===== config.mk =====
export PLATFORM = sky130hd
export DESIGN_NAME = ppcr_regs
export DESIGN_NICKNAME = d
export VERILOG_FILES = /design/src/rtl/ppcr_pkg.sv /design/src/rtl/ppcr_shadow_reg.sv /design/src/rtl/ppcr_avalon_ack.sv /design/src/rtl/ppcr_regs.sv
export SDC_FILE = /design/constraint.sdc
export NUM_CORES = 1
export LEC_CHECK = 0
export ABC_AREA = 1
export BUFFER_PORTS_ARGS = -buffer_cell sky130_fd_sc_hd__buf_4
export CORE_ASPECT_RATIO = 0.9
export CORE_MARGIN = 2
export CORE_UTILIZATION = 55
export DETAILED_ROUTE_END_ITERATION = 7
export HOLD_SLACK_MARGIN = 0.15
export PLACE_DENSITY = 0.91
export RECOVER_POWER = 100
export SYNTH_ARGS = -nofsm -noshare
export SYNTH_HDL_FRONTEND = slang
export SYNTH_SLANG_ARGS = --single-unit

===== constraint.sdc =====
create_clock -name SYS_CLK_IN -period 4.8 [get_ports SYS_CLK_IN]
set_input_delay 0.72 -clock SYS_CLK_IN [delete_from_list [all_inputs] [get_ports SYS_CLK_IN]]
set_output_delay 0.72 -clock SYS_CLK_IN [all_outputs]
set_load 0.02 [all_outputs]

===== src/rtl/ppcr_pkg.sv =====
// package: register map, field layouts and reset values of the pixel pll and phase bank
package ppcr_pkg;

  // register indexes; the bus byte address is four times the index
  localparam logic [5:0] IDX_INPUT_CONTROL   = 6'h00;
  localparam logic [5:0] IDX_LOOP_CONTROL    = 6'h01;
  localparam logic [5:0] IDX_FEEDBACK_LOW    = 6'h02;
  localparam logic [5:0] IDX_FEEDBACK_HIGH   = 6'h03;
  localparam logic [5:0] IDX_PHASE_OFFSET    = 6'h04;
  localparam logic [5:0] IDX_PHASE_RES       = 6'h05;
  localparam logic [5:0] IDX_OUTPUT_ENABLES  = 6'h06;
  localparam logic [5:0] IDX_OSCILLATOR_DIVIDER     = 6'h07;
  localparam logic [5:0] IDX_LOOP_FILTER     = 6'h08;
  localparam logic [5:0] IDX_RESTART         = 6'h0A;
  localparam logic [5:0] IDX_STATUS          = 6'h0B;

  // position of the index inside the byte address
  localparam int ADDR_LSB = 2;
  localparam int ADDR_W   = 8;

  // storable bits; reserved bits are never stored and read zero
  localparam logic [7:0] MASK_INPUT_CONTROL  = 8'hFF;
  localparam logic [7:0] MASK_LOOP_CONTROL   = 8'h37;
  localparam logic [7:0] MASK_FEEDBACK_LOW   = 8'hFF;
  localparam logic [7:0] MASK_FEEDBACK_HIGH  = 8'h0F;
  localparam logic [7:0] MASK_PHASE_OFFSET   = 8'h3F;
  localparam logic [7:0] MASK_PHASE_RES      = 8'h03;
  localparam logic [7:0] MASK_OUTPUT_ENABLES = 8'h7C;
  localparam logic [7:0] MASK_OSCILLATOR_DIVIDER    = 8'hFF;
  localparam logic [7:0] MASK_LOOP_FILTER    = 8'hFF;

  // values after reset
  localparam logic [7:0] RST_INPUT_CONTROL   = 8'h21;
  localparam logic [7:0] RST_LOOP_CONTROL    = 8'h00;
  localparam logic [7:0] RST_FEEDBACK_LOW    = 8'hFF;
  localparam logic [7:0] RST_FEEDBACK_HIGH   = 8'h00;
  localparam logic [7:0] RST_PHASE_OFFSET    = 8'h00;
  localparam logic [7:0] RST_PHASE_RES       = 8'h00;
  localparam logic [7:0] RST_OUTPUT_ENABLES  = 8'h00;
  localparam logic [7:0] RST_OSCILLATOR_DIVIDER     = 8'h00;
  localparam logic [7:0] RST_LOOP_FILTER     = 8'hFF;

  // restart register trigger nibbles
  localparam logic [3:0] PLL_RESTART_CODE    = 4'h5;
  localparam logic [3:0] PHASE_RESTART_CODE  = 4'hA;

  // status register bit positions
  localparam int STAT_PLL_PENDING   = 0;
  localparam int STAT_PHASE_PENDING = 1;

  // input control layout, msb first
  typedef struct packed {
    logic [1:0] hsync_schmitt_sel;
    logic       input_source_sel;
    logic       feedback_load_sel;
    logic       feedback_invert;
    logic       reference_invert;
    logic       detector_gate_polarity;
    logic       phase_detector_enable;
  } ppcr_input_control_t;

  // loop control layout
  typedef struct packed {
    logic [1:0] rsvd_hi;
    logic [1:0] post_scaler_divider;
    logic       rsvd_mid;
    logic [2:0] phase_detector_gain;
  } ppcr_loop_control_t;

  // output enables layout
  typedef struct packed {
    logic       rsvd_hi;
    logic       converter_clock_enable;
    logic       capture_clock_out_enable;
    logic       delayed_sync_out_enable;
    logic       func_source_sel;
    logic       func_delay_sel;
    logic [1:0] rsvd_lo;
  } ppcr_output_enables_t;

  // loop filter selection layout
  typedef struct packed {
    logic       shunt_cap_sel;
    logic [2:0] resistor_sel;
    logic [2:0] capacitor_sel;
    logic       filter_type_sel;
  } ppcr_loop_filter_t;

endpackage


===== src/rtl/ppcr_shadow_reg.sv =====
// holding register plus working copy; the working copy loads from it on a restart strobe
`timescale 1ns/100ps
`default_nettype none
module ppcr_shadow_reg #(
  parameter int               WIDTH       = 8,
  parameter logic [WIDTH-1:0] RESET_VALUE = '0
) (
  // clock and reset
  input  wire logic             clk_in,
  input  wire logic             reset_in,
  // host side
  input  wire logic             write_en_in,
  input  wire logic [WIDTH-1:0] write_data_in,
  input  wire logic             load_in,
  // values
  output logic      [WIDTH-1:0] hold_out,
  output logic      [WIDTH-1:0] work_out
);

  logic [WIDTH-1:0] hold_q;  // last value software wrote
  logic [WIDTH-1:0] hold_d;
  logic [WIDTH-1:0] work_q;  // value the analog side uses
  logic [WIDTH-1:0] work_d;

  // a write in the load cycle is not yet seen by the working copy
  always_comb begin
    hold_d = write_en_in ? write_data_in : hold_q;
    work_d = load_in ? hold_q : work_q;
  end

  // registers
  always_ff @(posedge clk_in or posedge reset_in) begin
    if (reset_in) begin
      hold_q <= RESET_VALUE;
      work_q <= RESET_VALUE;
    end else begin
      hold_q <= hold_d;
      work_q <= work_d;
    end
  end

  assign hold_out = hold_q;
  assign work_out = work_q;

endmodule
`default_nettype wire


===== src/rtl/ppcr_avalon_ack.sv =====
// avalon-mm handshake: one wait state, then a single commit cycle
`timescale 1ns/100ps
`default_nettype none
module ppcr_avalon_ack (
  // clock and reset
  input  wire logic clk_in,
  input  wire logic reset_in,
  // request from the master
  input  wire logic read_in,
  input  wire logic write_in,
  // handshake
  output logic      waitrequest_out,
  output logic      sample_out,
  output logic      commit_out
);

  logic wait_q;  // high while idle, low for the answer cycle
  logic wait_d;
  logic req;

  // a request is held until it sees waitrequest low
  always_comb begin
    req    = read_in | write_in;
    wait_d = ~(req & wait_q);
  end

  // registers
  always_ff @(posedge clk_in or posedge reset_in) begin
    if (reset_in) begin
      wait_q <= 1'b1;
    end else begin
      wait_q <= wait_d;
    end
  end

  assign waitrequest_out = wait_q;
  assign sample_out      = req & wait_q;
  assign commit_out      = req & ~wait_q;

endmodule
`default_nettype wire


===== src/rtl/ppcr_regs.sv =====
// pixel pll and phase adjuster control register bank behind an avalon-mm slave
`timescale 1ns/100ps
`default_nettype none
module ppcr_regs (
  // clock and reset
  input  wire logic                           SYS_CLK_IN,
  input  wire logic                           RESET_IN,
  // avalon-mm slave
  input  wire logic [ppcr_pkg::ADDR_W-1:0]    AVS_ADDRESS_IN,
  input  wire logic                           AVS_READ_IN,
  input  wire logic                           AVS_WRITE_IN,
  input  wire logic [31:0]                    AVS_WRITEDATA_IN,
  input  wire logic [3:0]                     AVS_BYTEENABLE_IN,
  output logic      [31:0]                    AVS_READDATA_OUT,
  output logic                                AVS_WAITREQUEST_OUT,
  // pll input stage controls
  output var ppcr_pkg::ppcr_input_control_t   INPUT_CONTROL_OUT,
  // pll loop working values
  output var ppcr_pkg::ppcr_loop_control_t    LOOP_CONTROL_OUT,
  output logic      [11:0]                    FEEDBACK_DIVIDER_OUT,
  // dynamic phase adjuster
  output logic      [5:0]                     PHASE_OFFSET_VALUE_OUT,
  output logic      [1:0]                     PHASE_RESOLUTION_SELECT_OUT,
  // output gating, function select, oscillator divider and loop filter
  output var ppcr_pkg::ppcr_output_enables_t  OUTPUT_ENABLES_OUT,
  output logic      [7:0]                     OSCILLATOR_DIVIDER_VALUE_OUT,
  output var ppcr_pkg::ppcr_loop_filter_t     LOOP_FILTER_OUT,
  // restart strobes
  output logic                                PLL_RESTART_OUT,
  output logic                                PHASE_ADJUST_RESTART_OUT
);

  // helpers
  // masking and index match serve every stored register,
  // so each lives in one function

  // keep only the storable bits of a written byte
  function automatic logic [7:0] keep_bits(input logic [7:0] data,
                                           input logic [7:0] mask);
    return data & mask;
  endfunction

  // true when a committed write lands on the given index
  function automatic logic write_hit(input logic       wr,
                                     input logic [5:0] idx,
                                     input logic [5:0] target);
    return wr & (idx == target);
  endfunction

  // bus handshake
  // one fixed wait state; the answer edge is the only
  // edge at which a write lands or read data is taken

  logic       bus_wait;    // waitrequest from the handshake flop
  logic       bus_sample;  // request seen, answer prepared this edge
  logic       bus_commit;  // answer cycle, write takes effect this edge
  logic [5:0] idx;         // register index from the byte address
  logic [7:0] wbyte;       // only the low lane carries data
  logic       wr_commit;   // committed write with lane 0 enabled

  // fixed one wait state keeps read data a plain registered mux
  ppcr_avalon_ack u_ack (
    .clk_in          (SYS_CLK_IN),
    .reset_in        (RESET_IN),
    .read_in         (AVS_READ_IN),
    .write_in        (AVS_WRITE_IN),
    .waitrequest_out (bus_wait),
    .sample_out      (bus_sample),
    .commit_out      (bus_commit)
  );

  // address decode and write qualification
  always_comb begin
    idx       = AVS_ADDRESS_IN[ppcr_pkg::ADDR_W-1:ppcr_pkg::ADDR_LSB];
    wbyte     = AVS_WRITEDATA_IN[7:0];
    // a write without lane 0 enabled changes nothing
    wr_commit = bus_commit & AVS_WRITE_IN & AVS_BYTEENABLE_IN[0];
  end

  // restart register
  // write only: the byte is decoded and dropped,
  // nothing of it is kept for read-back

  logic wr_restart;   // committed write to the restart index
  logic pll_load;     // transfer pll holding values now
  logic phase_load;   // transfer resolution holding value now

  // each nibble is checked on its own; 5Ah fires both
  always_comb begin
    wr_restart = write_hit(wr_commit, idx, ppcr_pkg::IDX_RESTART);
    pll_load   = wr_restart
               & (wbyte[7:4] == ppcr_pkg::PLL_RESTART_CODE);
    phase_load = wr_restart
               & (wbyte[3:0] == ppcr_pkg::PHASE_RESTART_CODE);
  end

  logic pll_restart_q;    // one-cycle pll restart strobe
  logic pll_restart_d;
  logic phase_restart_q;  // one-cycle phase adjuster restart strobe
  logic phase_restart_d;

  // strobes rise in the same cycle the working copies change
  always_comb begin
    pll_restart_d   = pll_load;
    phase_restart_d = phase_load;
  end

  // restart strobe registers
  always_ff @(posedge SYS_CLK_IN or posedge RESET_IN) begin
    if (RESET_IN) begin
      pll_restart_q   <= 1'b0;
      phase_restart_q <= 1'b0;
    end else begin
      pll_restart_q   <= pll_restart_d;
      phase_restart_q <= phase_restart_d;
    end
  end

  // double-buffered registers
  // host writes land in holding copies; the pll and the
  // adjuster keep their working copies until a restart

  logic [7:0] loop_hold;   // loop control as software wrote it
  logic [7:0] loop_work;   // loop control the pll runs on
  logic [7:0] fbl_hold;    // feedback divider low byte, holding
  logic [7:0] fbl_work;    // feedback divider low byte, working
  logic [7:0] fbh_hold;    // feedback divider high nibble, holding
  logic [7:0] fbh_work;    // feedback divider high nibble, working
  logic [7:0] res_hold;    // phase resolution, holding
  logic [7:0] res_work;    // phase resolution, working

  // loop control: post scaler and detector gain
  ppcr_shadow_reg #(
    .WIDTH       (8),
    .RESET_VALUE (ppcr_pkg::RST_LOOP_CONTROL)
  ) u_loop (
    .clk_in        (SYS_CLK_IN),
    .reset_in      (RESET_IN),
    .write_en_in   (write_hit(wr_commit, idx, ppcr_pkg::IDX_LOOP_CONTROL)),
    .write_data_in (keep_bits(wbyte, ppcr_pkg::MASK_LOOP_CONTROL)),
    .load_in       (pll_load),
    .hold_out      (loop_hold),
    .work_out      (loop_work)
  );

  // feedback divider bits 7-0
  ppcr_shadow_reg #(
    .WIDTH       (8),
    .RESET_VALUE (ppcr_pkg::RST_FEEDBACK_LOW)
  ) u_fb_low (
    .clk_in        (SYS_CLK_IN),
    .reset_in      (RESET_IN),
    .write_en_in   (write_hit(wr_commit, idx, ppcr_pkg::IDX_FEEDBACK_LOW)),
    .write_data_in (keep_bits(wbyte, ppcr_pkg::MASK_FEEDBACK_LOW)),
    .load_in       (pll_load),
    .hold_out      (fbl_hold),
    .work_out      (fbl_work)
  );

  // feedback divider bits 11-8
  ppcr_shadow_reg #(
    .WIDTH       (8),
    .RESET_VALUE (ppcr_pkg::RST_FEEDBACK_HIGH)
  ) u_fb_high (
    .clk_in        (SYS_CLK_IN),
    .reset_in      (RESET_IN),
    .write_en_in   (write_hit(wr_commit, idx, ppcr_pkg::IDX_FEEDBACK_HIGH)),
    .write_data_in (keep_bits(wbyte, ppcr_pkg::MASK_FEEDBACK_HIGH)),
    .load_in       (pll_load),
    .hold_out      (fbh_hold),
    .work_out      (fbh_work)
  );

  // phase resolution, loaded only by the phase restart
  ppcr_shadow_reg #(
    .WIDTH       (8),
    .RESET_VALUE (ppcr_pkg::RST_PHASE_RES)
  ) u_res (
    .clk_in        (SYS_CLK_IN),
    .reset_in      (RESET_IN),
    .write_en_in   (write_hit(wr_commit, idx, ppcr_pkg::IDX_PHASE_RES)),
    .write_data_in (keep_bits(wbyte, ppcr_pkg::MASK_PHASE_RES)),
    .load_in       (phase_load),
    .hold_out      (res_hold),
    .work_out      (res_work)
  );

  // directly written registers
  // these act on the edge the write lands
  // and have no holding copy

  logic [7:0] inctl_q;   // input control
  logic [7:0] inctl_d;
  logic [7:0] offs_q;    // phase offset, takes effect at once
  logic [7:0] offs_d;
  logic [7:0] oen_q;     // output enables and function select
  logic [7:0] oen_d;
  logic [7:0] osc_q;     // oscillator divider
  logic [7:0] osc_d;
  logic [7:0] filt_q;    // loop filter component select
  logic [7:0] filt_d;

  // next values; reserved bits stay zero whatever the host writes
  always_comb begin
    inctl_d = inctl_q;
    offs_d  = offs_q;
    oen_d   = oen_q;
    osc_d   = osc_q;
    filt_d  = filt_q;
    if (write_hit(wr_commit, idx, ppcr_pkg::IDX_INPUT_CONTROL)) begin
      // schmitt, source, load, polarities and enable
      inctl_d = keep_bits(wbyte, ppcr_pkg::MASK_INPUT_CONTROL);
    end
    if (write_hit(wr_commit, idx, ppcr_pkg::IDX_PHASE_OFFSET)) begin
      // no holding copy: the adjuster follows the write
      offs_d = keep_bits(wbyte, ppcr_pkg::MASK_PHASE_OFFSET);
    end
    if (write_hit(wr_commit, idx, ppcr_pkg::IDX_OUTPUT_ENABLES)) begin
      // bits 1-0 and 7 are dropped, which protects reserved defaults
      oen_d = keep_bits(wbyte, ppcr_pkg::MASK_OUTPUT_ENABLES);
    end
    if (write_hit(wr_commit, idx, ppcr_pkg::IDX_OSCILLATOR_DIVIDER)) begin
      // whole byte is the divider value
      osc_d = keep_bits(wbyte, ppcr_pkg::MASK_OSCILLATOR_DIVIDER);
    end
    if (write_hit(wr_commit, idx, ppcr_pkg::IDX_LOOP_FILTER)) begin
      // shunt, resistor, capacitor and filter type
      filt_d = keep_bits(wbyte, ppcr_pkg::MASK_LOOP_FILTER);
    end
  end

  // direct register flops with their documented reset values
  always_ff @(posedge SYS_CLK_IN or posedge RESET_IN) begin
    if (RESET_IN) begin
      inctl_q <= ppcr_pkg::RST_INPUT_CONTROL;
      offs_q  <= ppcr_pkg::RST_PHASE_OFFSET;
      oen_q   <= ppcr_pkg::RST_OUTPUT_ENABLES;
      osc_q   <= ppcr_pkg::RST_OSCILLATOR_DIVIDER;
      filt_q  <= ppcr_pkg::RST_LOOP_FILTER;
    end else begin
      inctl_q <= inctl_d;
      offs_q  <= offs_d;
      oen_q   <= oen_d;
      osc_q   <= osc_d;
      filt_q  <= filt_d;
    end
  end

  // status and read-back
  // status is this block's own convenience, read only;
  // writes to its index are ignored

  logic [7:0] status;   // pending transfers, block's own state
  logic [7:0] rbyte;    // selected register byte

  // pending means a holding value differs from its working copy
  always_comb begin
    status = 8'h00;
    status[ppcr_pkg::STAT_PLL_PENDING]   = (loop_hold != loop_work)
                                         | (fbl_hold != fbl_work)
                                         | (fbh_hold != fbh_work);
    status[ppcr_pkg::STAT_PHASE_PENDING] = (res_hold != res_work);
  end

  // double-buffered registers read back the holding value
  always_comb begin
    case (idx)
      ppcr_pkg::IDX_INPUT_CONTROL:  rbyte = inctl_q;
      ppcr_pkg::IDX_LOOP_CONTROL:   rbyte = loop_hold;
      ppcr_pkg::IDX_FEEDBACK_LOW:   rbyte = fbl_hold;
      ppcr_pkg::IDX_FEEDBACK_HIGH:  rbyte = fbh_hold;
      ppcr_pkg::IDX_PHASE_OFFSET:   rbyte = offs_q;
      ppcr_pkg::IDX_PHASE_RES:      rbyte = res_hold;
      ppcr_pkg::IDX_OUTPUT_ENABLES: rbyte = oen_q;
      ppcr_pkg::IDX_OSCILLATOR_DIVIDER:    rbyte = osc_q;
      ppcr_pkg::IDX_LOOP_FILTER:    rbyte = filt_q;
      ppcr_pkg::IDX_STATUS:         rbyte = status;
      // restart register stores nothing and reads zero
      ppcr_pkg::IDX_RESTART:        rbyte = 8'h00;
      // unmapped indexes read zero
      default:                      rbyte = 8'h00;
    endcase
  end

  logic [31:0] rdata_q;  // read data, stands through the answer cycle
  logic [31:0] rdata_d;

  // captured on the edge the request is first seen
  always_comb begin
    rdata_d = rdata_q;
    if (bus_sample & AVS_READ_IN) begin
      rdata_d = {24'h000000, rbyte};
    end
  end

  // read data register
  always_ff @(posedge SYS_CLK_IN or posedge RESET_IN) begin
    if (RESET_IN) begin
      rdata_q <= 32'h00000000;
    end else begin
      rdata_q <= rdata_d;
    end
  end

  // outputs, all straight from flops
  // no logic after the registers, so the analog side
  // never sees a decode glitch

  assign AVS_READDATA_OUT             = rdata_q;
  assign AVS_WAITREQUEST_OUT          = bus_wait;
  assign INPUT_CONTROL_OUT            = ppcr_pkg::ppcr_input_control_t'(inctl_q);
  assign LOOP_CONTROL_OUT             = ppcr_pkg::ppcr_loop_control_t'(loop_work);
  assign FEEDBACK_DIVIDER_OUT         = {fbh_work[3:0], fbl_work};
  assign PHASE_OFFSET_VALUE_OUT       = offs_q[5:0];
  assign PHASE_RESOLUTION_SELECT_OUT  = res_work[1:0];
  assign OUTPUT_ENABLES_OUT           = ppcr_pkg::ppcr_output_enables_t'(oen_q);
  assign OSCILLATOR_DIVIDER_VALUE_OUT = osc_q;
  assign LOOP_FILTER_OUT              = ppcr_pkg::ppcr_loop_filter_t'(filt_q);
  assign PLL_RESTART_OUT              = pll_restart_q;
  assign PHASE_ADJUST_RESTART_OUT     = phase_restart_q;

endmodule
`default_nettype wire


Word level (Yosys, flattened, before mapping) --
Cells that the tools add are included.
Cells by class: mux-type cells 1, reductions and logical operators 1, equality and inequality tests 16, bitwise operators 22
Operators with widths (number):
- $pmux 8 s10 | 1
- $eq 6x3->1 const B | 4
- $eq 6x4->1 const B | 3
- $and 1x1->1 | 17
- $eq 6x2->1 const B | 2
- $ne 8x8->1 | 1
- $eq 6x1->1 const B | 1
- $logic_not 6->1 | 1
- $ne 5x5->1 | 1
- $eq 4x3->1 const B | 1
- $eq 4x4->1 const B | 1
- $ne 4x4->1 | 1
- $or 1x1->1 | 3
- $ne 2x2->1 | 1
- $not 1->1 | 2
Storage, ports and cells: output and inout bits 95, input port bits 48, word-level logic and storage cells 57, register bits after elaboration 84

Longest topological paths before layout --
depth after elaboration 6, mapped depth 11, mapped depth without buffers 11

Modules after synthesis --
Synthesis repeated with hierarchy kept, for this count alone.
Second synthesis, totals: cell total of the unflattened synthesis 760, area, all modules 5694.2 um2
By module, submodules not included:
- ppcr_regs | times used 1, seq. area each 1138.6 um2, cells each 477, area each 3166.8 um2
- ppcr_shadow_reg (u_fb_high ...) | times used 3, seq. area each 400.4 um2, cells each 69, area each 614.3 um2
- ppcr_shadow_reg (u_fb_low) | times used 1, seq. area each 420.4 um2, cells each 69, area each 634.4 um2
- ppcr_avalon_ack | times used 1, seq. area each 26.3 um2, cells each 7, area each 50.0 um2

Worst setup path after synthesis --
OpenSTA, ideal clock, no wires.
path type in2reg, start input AVS_ADDRESS_IN[7] (netlist bit), end register offs_q[0], path slack 3112 ps, library setup time 124 ps, cell stages on the path 7, path buffers 1, data required time 4676 ps, arrival time 1564 ps, cell sequence nor2_4 -> nand3_4 -> nor2_4 -> nand2_1 -> buf_4 -> nand2_1 -> o21ai_2
On the way: cells in the longest elaborated chain, start to end 2
Ends and longest elaborated chain:
- start: declaration | line ppcr_regs.sv:9 | input wire logic [ppcr_pkg::ADDR_W-1:0] AVS_ADDRESS_IN,
- $eq 6x3->1 | line ppcr_regs.sv:47 | return wr & (idx == target);
- $and 1x1->1 | line ppcr_regs.sv:47
- end signal: assignment | line ppcr_regs.sv:236 | offs_q <= ppcr_pkg::RST_PHASE_OFFSET;
- end signal: assignment | line ppcr_regs.sv:242 | offs_q <= offs_d;
- end: declaration | line ppcr_regs.sv:194 | logic [7:0] offs_q;
Every way passes these cells. A chain may end at the register's enable or synchronous reset.

Worst setup path in the final report --
start input AVS_ADDRESS_IN[7] (netlist bit), end register osc_q[2], in the netlist OSCILLATOR_DIVIDER_VALUE_OUT[2]
On the way: cells in the longest elaborated chain, start to end 2
Ends and longest elaborated chain:
- $eq 6x3->1 | line ppcr_regs.sv:47
- $and 1x1->1 | line ppcr_regs.sv:47
- end signal: assignment | line ppcr_regs.sv:238 | osc_q <= ppcr_pkg::RST_OSCILLATOR_DIVIDER;
- end signal: assignment | line ppcr_regs.sv:244 | osc_q <= osc_d;
- end: declaration | line ppcr_regs.sv:198 | logic [7:0] osc_q;
Every way passes these cells.

==> reports/metrics.csv <==
metric,value,unit
first-pass GRT wire length,17.21,mm
initial core utilization,56.96,%
largest net degree at the start of global routing,47,
reg2reg setup slack,2.54,ns
Detailed Place HPWL,7.732,mm
"worst slack, placed",2.634,ns
First-pass DRT Iterations,5,
CTS sink count,84,
Die Ht,88.07,um
Synth top area share,33.02,%
Synth cell types,31,
Worst-Skew Late Latency,0.36,ns
Final Hold Fails,0,
Critical Path AT,2.79,ns
initial DRC count,313,
initial antenna violation count,0,
Reg2Reg Depth,6,
# hold bufs at CTS,0,
vias in the first global route,3514,
RSZ-0062 raised after global routing,no,
crit end category,register,
layout cell share with drive strength beyond 1,10.91,%
max_cap viols,1,
Core ar.,0.007582,mm2
WP data required,5.05,ns
most common cell in the netlist,nand2_1,
dominant cell type by area after synthesis,dfrtp_1,
CTS tree,done,
startpoint type of the worst setup path,primary input,
Max Slew Vio Count,40,
post-synthesis register bit count,84,
crit-path max FO,16,
synthesized area,0.004319,mm2
sequential cell area fraction in the yosys report,49.45,%
crit path time final,2.540,ns
TritonCTS buffer count,9,
Tcrit/Tclk final,52.92,%
number of routed nets with antenna violations,0,
warnings from Yosys,0,
worst-case clock buffer depth,2,
Post-CTS Setup Inserts,0,
number of synthesized flops with an enable pin,0,
Max-slew headroom,-15.37,%
Gate Count Post-Synth,522,
nets,657,
n_diodes,0,
Resize count post-CTS,0,
Fin Clk Skew,0.005066,ns
CP Class,primary input to register,
Fillers,718,
Setup WS post-layout,2.260,ns
Vias,3746,
asr flop ratio synth,100.0,%
maximum vdd drop,0.1547,mV
WL per Instance,14.72,um
PwrDens,300.5,mW/mm2
clock transition at the registers of the reported paths,0.08,ns
Commonest cells post-synth,"nand2_1, dfrtp_1, inv_1",
Core Rows,30,
Synth Area per Inst,8.274,um2
GP Congestion,0.8470,
fmax,393.6,MHz
Die ar.,0.008579,mm2
DRC Markers,0,
status,"complete, but fails checks",
Worst Hold Class,register to register,
H-tree levels,3,
P&R area growth vs syn,9.791,%
final wirelength,10.45,mm
final hold slack,0.4914,ns
IO Count,143,
largest cells by area after synthesis,"dfrtp_1, nand2_1, dfstp_2, buf_4, o21ai_2",
Slew @ Worst Pin,1.721,ns
static leakage,2.288,nW
DR vias/cell,5.276,
Die Span X,97.41,um
hold path depth,2,
setup TNS,0,ns
Total Power,1.425,mW
CTS Root Cell,clkbuf_8,
GRT Total Usage,25.32,%
failing checks,"max-capacitance violations, max-slew violations",
GRT overflow,0,
Most used DFF post-synth,dfrtp_1,
I/O Buffers,83,
final setup vio count,0,
==> final timing paths <==
path,startpoint,endpoint
max,AVS_ADDRESS_IN[7],OSCILLATOR_DIVIDER_VALUE_OUT[2]
min,AVS_READDATA_OUT[6],AVS_READDATA_OUT[6]
max reg2reg,u_ack.waitrequest_out,u_fb_high.work_out[1]
min reg2reg,AVS_READDATA_OUT[6],AVS_READDATA_OUT[6]
max in group asynchronous,RESET_IN,u_ack.waitrequest_out
min in group asynchronous,RESET_IN,offs_q[0]
==> where the power goes <==
part	leakage (nW)	switching [mW]	internal (mW)
combinational	1.12	0.113	0.0419
clock	0.0983	0.256	0.253
sequential	1.07	0.0255	0.735
total	2.29	0.394	1.03
==> metrics by stage <==
| step | instance area, um2 | utilization, % | cells |
|---|---|---|---|
| floorplan | 4428 | - | 551 |
| global placement | 4890 | 64.49 | 694 |
| detailed placement | 4890 | 64.49 | 694 |
| CTS | 5091 | 67.15 | 710 |
| global route | 4742 | 62.54 | 710 |
| finish | 4742 | 62.54 | 710 |
==> metal layers <==
metal	part of all wire (%)	GRT usage (%)
met4	2.5	10.86
met1	41	33.45
met5	0	0
met3	8.0	4.070
met2	48	42.26
==> kinds of logic after synthesis <==
logic type      Yosys count  synth area share (%)
other cells               1               0.08682
buf+inv                  89                 11.33
simple gates            255                 25.29
flops                    84                 49.45
xor+xnor                  7                 1.419
compound gates           86                 12.43
==> flip-flops by register name, summed over array words and instances (netlist names), 2 cells and up <==
register,flops
u_fb_low.work_out,8
OSCILLATOR_DIVIDER_VALUE_OUT,8
offs_q,6
u_res.work_out,2
LOOP_FILTER_OUT,8
OUTPUT_ENABLES_OUT,5
u_loop.hold_out,5
u_fb_high.work_out,4
u_fb_high.hold_out,4
u_fb_low.hold_out,8
INPUT_CONTROL_OUT,8
u_res.hold_out,2
AVS_READDATA_OUT,8
u_loop.work_out,5
==> cell type report <==
type	count	area (um2)	area share, %
clock buffer	10	137.6	2.902
clock inverter	6	63.81	1.346
inverter	51	192.7	4.063
multi-input combinational	378	1634	34.46
sequential	84	2136	45.04
tap	96	120.1	2.533
timing repair buffer	85	457.9	9.657
==> critical path: stages <==
cell and delay [ns]:
clkbuf_4 0.12, nor2_1 0.33, nand3_1 0.26, nor2_1 0.50, nand2_1 0.50, o21ai_0 0.36
==> cell usage in the layout (no fill, tap or decap) <==
| cell | n |
|---|---|
| a21oi_1 | 6 |
| a22oi_1 | 4 |
| and2_1 | 1 |
| buf_4 | 34 |
| bufinv_16 | 1 |
| clkbuf_1 | 48 |
| clkbuf_4 | 3 |
| clkbuf_8 | 10 |
| clkinv_1 | 1 |
| clkinv_2 | 2 |
| clkinv_4 | 1 |
| clkinvlp_2 | 1 |
| clkinvlp_4 | 2 |
| conb_1 | 30 |
| dfrtp_1 | 57 |
| dfstp_1 | 19 |
| dfstp_2 | 8 |
| inv_1 | 49 |
| nand2_1 | 202 |
| nand3_1 | 17 |
| nand3b_1 | 1 |
| nand4_1 | 1 |
| nor2_1 | 28 |
| nor2_4 | 1 |
| nor3_1 | 2 |
| nor4_1 | 2 |
| o21a_1 | 1 |
| o21ai_0 | 68 |
| o21ai_1 | 3 |
| o21ai_2 | 4 |
| xnor2_1 | 6 |
| xor2_1 | 1 |
Power figures use the tool's default switching activity.
